===== src/logic/ssvs_defs.vh =====
`ifndef SSVS_DEFS_VH
`define SSVS_DEFS_VH
// Wishbone register byte addresses
`define SSVS_ADDR_SYNC_CTRL 8'h00
`define SSVS_ADDR_SEP_CFG 8'h04
`define SSVS_ADDR_STATUS 8'h08
`define SSVS_ADDR_COUNT 8'h0c
// Sync control fields
`define SSVS_BIT_SEP_SEL 0
`define SSVS_BIT_AVS_OVR 1
`define SSVS_BIT_GREEN_SEL 3
// Separator config fields
`define SSVS_BIT_VSYNC_COAST 5
`define SSVS_THR_MSB 15
`define SSVS_THR_LSB 8
// Status fields
`define SSVS_BIT_ACTIVE_SRC 0
`define SSVS_BIT_VS_DETECT 1
`define SSVS_BIT_SEP_VSYNC 2
// Reset values
`define SSVS_CTRL_RST 8'h00
`define SSVS_CFG_RST 8'h00
`define SSVS_THR_RST 8'h20
// Counter limits
`define SSVS_CNT_ZERO 8'h00
`define SSVS_CNT_MAX 8'hff
`define SSVS_CNT_ONE 8'h01
// Separator tick rate
`define SSVS_CLK_HZ 100000000
`define SSVS_SEP_HZ 5000000
`define SSVS_DIV_WIDTH 5
// Last divider count: twenty master cycles per separator step
`define SSVS_DIV_LAST 5'h13
// Activity timeout for vsync detect, separator ticks
`define SSVS_VS_TIMEOUT 20'h7a120
`endif


===== src/logic/ssvs_clkdiv.v =====
`timescale 1ns/1ps
`include "ssvs_defs.vh"
// Divider producing the separator tick enable
module ssvs_clkdiv (
   // Clock and reset
   input wire i_mclk,
   input wire i_reset,
   // Tick output
   output reg o_tick
);
   localparam [`SSVS_DIV_WIDTH-1:0] DIV_LAST = `SSVS_DIV_LAST;
   reg [`SSVS_DIV_WIDTH-1:0] cnt;
   // Count master cycles, pulse once per separator period
   always @(posedge i_mclk) begin
      if (i_reset) begin
         cnt <= {`SSVS_DIV_WIDTH{1'b0}};
         o_tick <= 1'b0;
      end else if (cnt == DIV_LAST) begin
         cnt <= {`SSVS_DIV_WIDTH{1'b0}};
         o_tick <= 1'b1;
      end else begin
         cnt <= cnt + 1'b1;
         o_tick <= 1'b0;
      end
   end
endmodule // ssvs_clkdiv


===== src/logic/ssvs_sync3.v =====
`timescale 1ns/1ps
// Three-stage synchroniser, change accepted when stages two and three agree
module ssvs_sync3 (
   // Clock and reset
   input wire i_mclk,
   input wire i_reset,
   // Asynchronous input
   input wire i_async,
   // Filtered output
   output reg o_level
);
   reg s1;
   reg s2;
   reg s3;
   // Shift chain and agreement filter
   always @(posedge i_mclk) begin
      if (i_reset) begin
         s1 <= 1'b0;
         s2 <= 1'b0;
         s3 <= 1'b0;
         o_level <= 1'b0;
      end else begin
         s1 <= i_async;
         s2 <= s1;
         s3 <= s2;
         if (s2 == s3) begin
            o_level <= s3;
         end
      end
   end
endmodule // ssvs_sync3


===== src/logic/ssvs_top.v =====
// Local design decisions: the Wishbone slave port and the register addresses.
`timescale 1ns/1ps
`include "ssvs_defs.vh"
// Behaviour
// - Control bits pick hsync or green sync, and coast or vsync.
// - Fourth mux passes vsync input or separator vsync by select bit.
// - Separator is an eight-bit counter stepping at five megahertz.
// - Separator works on polarity-corrected sync, same for either polarity.
// - Searching, count up during pulse, down after, stopping at zero.
// - Vsync declared present when count exceeds programmable threshold.
// - On presence, clear count, then count up while pulse is absent.
// - Vsync ends only when absence count reaches the same threshold.
// - After vsync ends, clear count and restart presence search.
// - Active source flag follows detect unless override forces select bit.
module ssvs_top (
   // Clock and reset
   input wire i_mclk,
   input wire i_reset,
   // Wishbone slave
   input wire i_wb_cyc,
   input wire i_wb_stb,
   input wire i_wb_we,
   input wire [7:0] i_wb_adr,
   input wire [3:0] i_wb_sel,
   input wire [31:0] i_wb_dat,
   output reg [31:0] o_wb_dat,
   output reg o_wb_ack,
   // Sync pins
   input wire i_hsync,
   input wire i_green_channel_sync_input,
   input wire i_coast,
   input wire i_vsync,
   input wire i_csync_invert,
   // Routed sync outputs
   output reg o_hsync_mux,
   output reg o_csync_mux,
   output reg o_coast_mux,
   output reg o_vsync_mux,
   output reg o_active_vertical_source_flag
);
   localparam [1:0] ST_SEARCH = 2'b00;
   localparam [1:0] ST_ACTIVE = 2'b01;

   // Control registers
   reg [7:0] sync_ctrl;
   reg [7:0] sep_cfg;
   reg [7:0] threshold;
   // Separator state
   reg [1:0] state;
   reg [7:0] count;
   reg sep_vsync;
   reg vs_detect;
   reg [19:0] vs_idle;
   reg vs_prev;
   reg [1:0] next_state;
   reg [7:0] next_count;
   reg next_sep_vsync;

   wire tick;
   wire hs_s;
   wire gs_s;
   wire co_s;
   wire vs_s;
   wire inv_s;
   wire green_sel;
   wire sep_sel;
   wire avs_ovr;
   wire csync_raw;
   wire csync_pol;
   wire csync_sep;
   wire avs_next;
   wire wb_req;
   wire wb_wr;
   wire coast_sel;
   wire coast_src;
   wire vsync_src;
   wire cnt_zero;
   wire cnt_max;
   wire thr_over;
   wire thr_reach;
   wire sep_rise;
   reg [31:0] next_rd_dat;

   // Pin synchronisers
   ssvs_sync3 u_sync_hs (
      .i_mclk(i_mclk),
      .i_reset(i_reset),
      .i_async(i_hsync),
      .o_level(hs_s)
   );
   ssvs_sync3 u_sync_gs (
      .i_mclk(i_mclk),
      .i_reset(i_reset),
      .i_async(i_green_channel_sync_input),
      .o_level(gs_s)
   );
   ssvs_sync3 u_sync_co (
      .i_mclk(i_mclk),
      .i_reset(i_reset),
      .i_async(i_coast),
      .o_level(co_s)
   );
   ssvs_sync3 u_sync_vs (
      .i_mclk(i_mclk),
      .i_reset(i_reset),
      .i_async(i_vsync),
      .o_level(vs_s)
   );
   ssvs_sync3 u_sync_inv (
      .i_mclk(i_mclk),
      .i_reset(i_reset),
      .i_async(i_csync_invert),
      .o_level(inv_s)
   );

   // Separator tick enable
   ssvs_clkdiv u_div (
      .i_mclk(i_mclk),
      .i_reset(i_reset),
      .o_tick(tick)
   );

   // Control field decode
   assign green_sel = sync_ctrl[`SSVS_BIT_GREEN_SEL];
   assign sep_sel = sync_ctrl[`SSVS_BIT_SEP_SEL];
   assign avs_ovr = sync_ctrl[`SSVS_BIT_AVS_OVR];

   // Composite sync source and polarity correction
   assign csync_raw = green_sel ? gs_s : hs_s;
   assign csync_pol = csync_raw ^ inv_s;

   // Composite sync sampled on the tick domain before counting
   reg csync_t1;
   reg csync_t2;
   always @(posedge i_mclk) begin
      if (i_reset) begin
         csync_t1 <= 1'b0;
         csync_t2 <= 1'b0;
      end else if (tick) begin
         csync_t1 <= csync_pol;
         csync_t2 <= csync_t1;
      end
   end
   assign csync_sep = csync_t2;

   // Separator compare terms, evaluated on the registered count
   assign cnt_zero = (count == `SSVS_CNT_ZERO);
   assign cnt_max = (count == `SSVS_CNT_MAX);
   assign thr_over = (count > threshold);
   assign thr_reach = (count >= threshold);

   // Separator next-state logic
   always @* begin
      next_state = state;
      next_count = count;
      next_sep_vsync = sep_vsync;
      case (state)
         ST_SEARCH: begin
            if (thr_over) begin
               next_state = ST_ACTIVE;
               next_sep_vsync = 1'b1;
               next_count = `SSVS_CNT_ZERO;
            end else if (csync_sep) begin
               if (!cnt_max) begin
                  next_count = count + `SSVS_CNT_ONE;
               end
            end else if (!cnt_zero) begin
               next_count = count - `SSVS_CNT_ONE;
            end
         end
         ST_ACTIVE: begin
            if (thr_reach) begin
               next_state = ST_SEARCH;
               next_sep_vsync = 1'b0;
               next_count = `SSVS_CNT_ZERO;
            end else if (!csync_sep) begin
               if (!cnt_max) begin
                  next_count = count + `SSVS_CNT_ONE;
               end
            end
         end
         default: begin
            next_state = ST_SEARCH;
            next_count = `SSVS_CNT_ZERO;
            next_sep_vsync = 1'b0;
         end
      endcase
   end

   // Separator registers step only on the five megahertz tick
   always @(posedge i_mclk) begin
      if (i_reset) begin
         state <= ST_SEARCH;
         count <= `SSVS_CNT_ZERO;
         sep_vsync <= 1'b0;
      end else if (tick) begin
         state <= next_state;
         count <= next_count;
         sep_vsync <= next_sep_vsync;
      end
   end

   // Rising edge of the separator output, seen on the tick
   assign sep_rise = sep_vsync & ~vs_prev;

   // Vsync activity detect: edge on separator output within timeout
   always @(posedge i_mclk) begin
      if (i_reset) begin
         vs_prev <= 1'b0;
         vs_idle <= 20'h00000;
         vs_detect <= 1'b0;
      end else if (tick) begin
         vs_prev <= sep_vsync;
         if (sep_rise) begin
            vs_idle <= 20'h00000;
            vs_detect <= 1'b1;
         end else if (vs_idle == `SSVS_VS_TIMEOUT) begin
            vs_detect <= 1'b0;
         end else begin
            vs_idle <= vs_idle + 20'h00001;
         end
      end
   end

   // Active source flag with override
   assign avs_next = avs_ovr ? sep_sel : vs_detect;

   // Mux three and four sources
   assign coast_sel = sep_cfg[`SSVS_BIT_VSYNC_COAST];
   assign coast_src = coast_sel ? vs_s : co_s;
   assign vsync_src = sep_sel ? sep_vsync : vs_s;

   // Registered sync outputs
   always @(posedge i_mclk) begin
      if (i_reset) begin
         o_hsync_mux <= 1'b0;
         o_csync_mux <= 1'b0;
         o_coast_mux <= 1'b0;
         o_vsync_mux <= 1'b0;
         o_active_vertical_source_flag <= 1'b0;
      end else begin
         o_hsync_mux <= csync_raw;
         o_csync_mux <= csync_raw;
         o_coast_mux <= coast_src;
         o_vsync_mux <= vsync_src;
         o_active_vertical_source_flag <= avs_next;
      end
   end

   // Wishbone slave: a request is taken once, ack follows one cycle later
   // and drops after one cycle; writes commit at the edge where the master
   // samples ack, so address, data and select are still held there
   assign wb_req = i_wb_cyc & i_wb_stb & ~o_wb_ack;
   assign wb_wr = i_wb_cyc & i_wb_stb & i_wb_we & o_wb_ack;

   // Read data for the addressed register, zero for unmapped addresses
   always @* begin
      next_rd_dat = 32'h00000000;
      if (i_wb_adr == `SSVS_ADDR_SYNC_CTRL) begin
         next_rd_dat = {24'h000000, sync_ctrl};
      end else if (i_wb_adr == `SSVS_ADDR_SEP_CFG) begin
         next_rd_dat = {16'h0000, threshold, sep_cfg};
      end else if (i_wb_adr == `SSVS_ADDR_STATUS) begin
         next_rd_dat = {29'h0, sep_vsync, vs_detect,
                        o_active_vertical_source_flag};
      end else if (i_wb_adr == `SSVS_ADDR_COUNT) begin
         next_rd_dat = {22'h0, state, count};
      end
   end

   // Ack pulse and read data, captured when the request is taken
   always @(posedge i_mclk) begin
      if (i_reset) begin
         o_wb_ack <= 1'b0;
         o_wb_dat <= 32'h00000000;
      end else begin
         o_wb_ack <= wb_req;
         if (wb_req) begin
            o_wb_dat <= next_rd_dat;
         end
      end
   end

   // Control register writes, byte lanes gated by select
   always @(posedge i_mclk) begin
      if (i_reset) begin
         sync_ctrl <= `SSVS_CTRL_RST;
         sep_cfg <= `SSVS_CFG_RST;
         threshold <= `SSVS_THR_RST;
      end else if (wb_wr) begin
         if (i_wb_adr == `SSVS_ADDR_SYNC_CTRL) begin
            if (i_wb_sel[0]) begin
               sync_ctrl <= i_wb_dat[7:0];
            end
         end else if (i_wb_adr == `SSVS_ADDR_SEP_CFG) begin
            if (i_wb_sel[0]) begin
               sep_cfg <= i_wb_dat[7:0];
            end
            if (i_wb_sel[1]) begin
               threshold <= i_wb_dat[`SSVS_THR_MSB:`SSVS_THR_LSB];
            end
         end
      end
   end
endmodule // ssvs_top


===== config.mk =====
export PLATFORM = sky130hd
export DESIGN_NAME = ssvs_top
export DESIGN_NICKNAME = d
export VERILOG_FILES = /design/src/logic/ssvs_clkdiv.v /design/src/logic/ssvs_sync3.v /design/src/logic/ssvs_top.v
export VERILOG_INCLUDE_DIRS = /design/src /design/src/logic
export SDC_FILE = /design/constraint.sdc
export NUM_CORES = 1
export LEC_CHECK = 0
export ABC_CLOCK_PERIOD_IN_PS = 2500
export BUFFER_PORTS_ARGS = -buffer_cell sky130_fd_sc_hd__buf_2
export CORE_ASPECT_RATIO = 1.1
export CORE_MARGIN = 3
export CORE_UTILIZATION = 45
export CTS_CLUSTER_DIAMETER = 30
export DETAILED_ROUTE_END_ITERATION = 10
export PLACE_DENSITY = 0.73
export SYNTH_ARGS = -nofsm -noshare
export SYNTH_HDL_FRONTEND = slang
export SYNTH_HIERARCHICAL = 1
export SYNTH_SLANG_ARGS = --single-unit
export TNS_END_PERCENT = 1

===== constraint.sdc =====
create_clock -name i_mclk -period 2.5 [get_ports i_mclk]
set_input_delay 0.75 -clock i_mclk [delete_from_list [all_inputs] [get_ports i_mclk]]
set_output_delay 0.75 -clock i_mclk [all_outputs]
set_load 0.01 [all_outputs]

==> run metrics <==
leakage power 2.373 nW; first-pass GRT wire length 17.78 mm; Rows 40; Least-Margin Pin Slew 0.5526 ns; Die Wd approximately 110 um; drt drc 0; CTS Root Cell clkbuf_16; total CTS buffers 9; Syn Inst Count 571; hold-critical path depth 1; most common cell after layout, fill and taps aside dfxtp_1; Post-CTS Setup Bufs 0; vias post-DR 4158; Comb pwr share 3.3%; Final Critical Period about 2.2 ns; Worst-Skew Late Latency 0.35 ns; FF+latch count, synth 104; FF-to-FF End count[0]; I/O pin cnt 92; length in cells of the worst reg-to-reg path 8; Post-Synthesis Cell Area 5137 um2; P_sw 0.6926 mW; synthesized area per cell approximately 9.0 um2; Routed WL 10.63 mm; hold_sp u_sync_co/s1; Synth Warn # 6; crit path max fanout 13; share of flip-flops with an asynchronous set or reset 0%; die area 12740 um2; peak supply drop 0.4027 mV; layout cell share with drive strength beyond 1 approximately a fifth; drt first-iter violations 245; WL/cell roughly 14 um; Layout Skew 0.008007 ns; initial antenna violation count 0; post-CTS sizing 0; worst reg2reg startpoint threshold[7]; clk sinks 104; Slew Limit Fails 0; largest net degree at the start of global routing 47; CTS Hold Buffers Added 0; worst-path cell chain inv_1 -> ha_1 -> nand4_1 -> a31o_1 -> a41o_1 -> o21ba_4 -> a21oi_1 -> a211oi_1; Pre-antenna DRT Iters 4; Worst-path clk slew 0.07 ns; share of the synthesized area in the top cell type a little over 40%; most used flip-flop cell after synthesis dfxtp_1; CTS Buffer Depth 2; DP Wirelength 7.690 mm; port bufs 57; vias in the first global route around 3900; crit-path max cell delay 0.38 ns; Synth area leader dfxtp_1; H-tree levels 3; critical path data required time 2.75 ns; sequential element share of the synthesized area 40.53%; fin nets 693; TritonCTS clock tree yes; status finished, final reports clean; Reg power frac 49.0%; Hold EP u_sync_co/s2; Diodes inserted 0; area of the multi-input gates 2646 um2; Routed Antenna Nets 0; starting density of the core ~47%; grt total ovfl 0; fillers a little over 1000; Die Y-Extent 118.1 um; Tcrit/Tclk final 89.83%; crit path kind reg -> reg; Cell Int Power about 2.7 mW; core area 11010 um2; top post-synthesis cells by area dfxtp_1, mux2i_1, nor2_1; power per cell area around 600 nW/um2; Placer Congestion 0.8577; Layout Area Growth over Synthesis 13.10%; Max-slew headroom 63.11%; Final setup viols 0; fmax about 0.45 GHz; Worst R2R Setup Slack 0.25 ns; HP Class reg -> reg; Power Total 3.422 mW; Crit. End Element flip-flop; GRT Total Usage 17.01%; Net Sw Frac 20.24%; Crit path arrival time approximately 2.5 ns; most frequent cells in the layout dfxtp_1, nor2_1, buf_2; max_cap viols 0; Vias/cell 5.351; register area 2082 um2; Post-synth EDFFs 0; final setup TNS 0 ns; synth unique cells 65; kind of start point of the critical path flip-flop; final hold vios 0; Critical-path top delay cell dfxtp_1; unrepaired setup endpoints after global routing false; Clk pwr share 47.6%
## logic make-up after synthesis
logic type	after synthesis	synth area share [%]
and+or+nand+nor	226	22.43
muxes	42	9.036
xor gates and xnor gates	23	3.921
buffers and inverters	70	9.060
DFF	104	40.53
AOI/OAI and AO/OA	91	11.54
other	1	0.07299
adders and majority gates	14	3.410
## synthesized netlist by cell type, drive strengths merged (5+ instances only)
cell / count
nand4: 9
nor2: 85
and3: 11
a211oi: 6
o21ai: 21
nand2: 37
a21oi: 32
xnor2: 8
a31oi: 8
nor3: 5
buf: 35
xor2: 15
nor4: 8
nor2b: 20
nand3: 23
a22oi: 8
inv: 16
mux2i: 37
ha: 14
clkbuf: 18
dfxtp: 104
## sequential cells by signal, summed over array words and instances, names as in the netlist, 5 cells and up
name and flops:
vs_idle 20, u_div/cnt 5, o_wb_dat 16, sync_ctrl 8, count 8, sep_cfg 8
threshold 8
## power by group through the flow
stage	combinational, mW	clock, mW	sequential [mW]
global placement	0.110	0	1.72
global route	0.127	1.74	1.68
floorplan	0.0874	0	1.72
CTS	0.114	1.66	1.68
finish	0.114	1.63	1.68
detailed placement	0.114	0	1.72
## stage by stage
stage	setup slack [ns]	hold WS (ns)	utilization, %	instances	area [um2]
2_1_floorplan	0.3345	0.4138	-	586	5194
3_5_place_dp	0.1342	0.4266	49.57	761	5458
5_1_grt	0.1302	0.4650	52.77	777	5811
4_1_cts	0.2361	0.4430	52.77	777	5811
3_3_place_gp	0.1734	0.4166	49.57	761	5458
6_report	0.2543	0.4387	52.77	777	5811
## worst max path at each step
stage,from,to
2_1_floorplan,i_wb_adr[5],threshold[0]
3_3_place_gp,i_wb_adr[5],sync_ctrl[3]
3_5_place_dp,i_wb_adr[5],sync_ctrl[7]
4_1_cts,threshold[7],count[0]
5_1_grt,count[1],count[6]
6_report,threshold[7],count[0]
## layer usage
metal	share of wire, %	global-route usage (%)	vias to the layer above
met2	50	29.08	118
met1	44	20.99	1962
met5	0	0	-
met4	1.6	6.709	0
met3	4.7	3.017	15
li1	-	-	2063
## critical path, delay by kind of cell (launching register included)
kind                       cells  cell delay, ns
AOI/OAI and AO/OA              5            1.21
DFF                            1            0.38
adders and majority gates      1            0.33
and+or+nand+nor                1            0.18
buffers and inverters          1            0.06
## cell type report
type	count	share of cell area, %
clock buffers	11	4.177
repair buffers	82	8.355
flip-flops and latches	104	35.83
multi-input cells	412	45.54
clock inverters	5	1.895
well taps	147	3.165
inverters	16	1.034
Note: power is estimated with default switching activity, not from simulation.
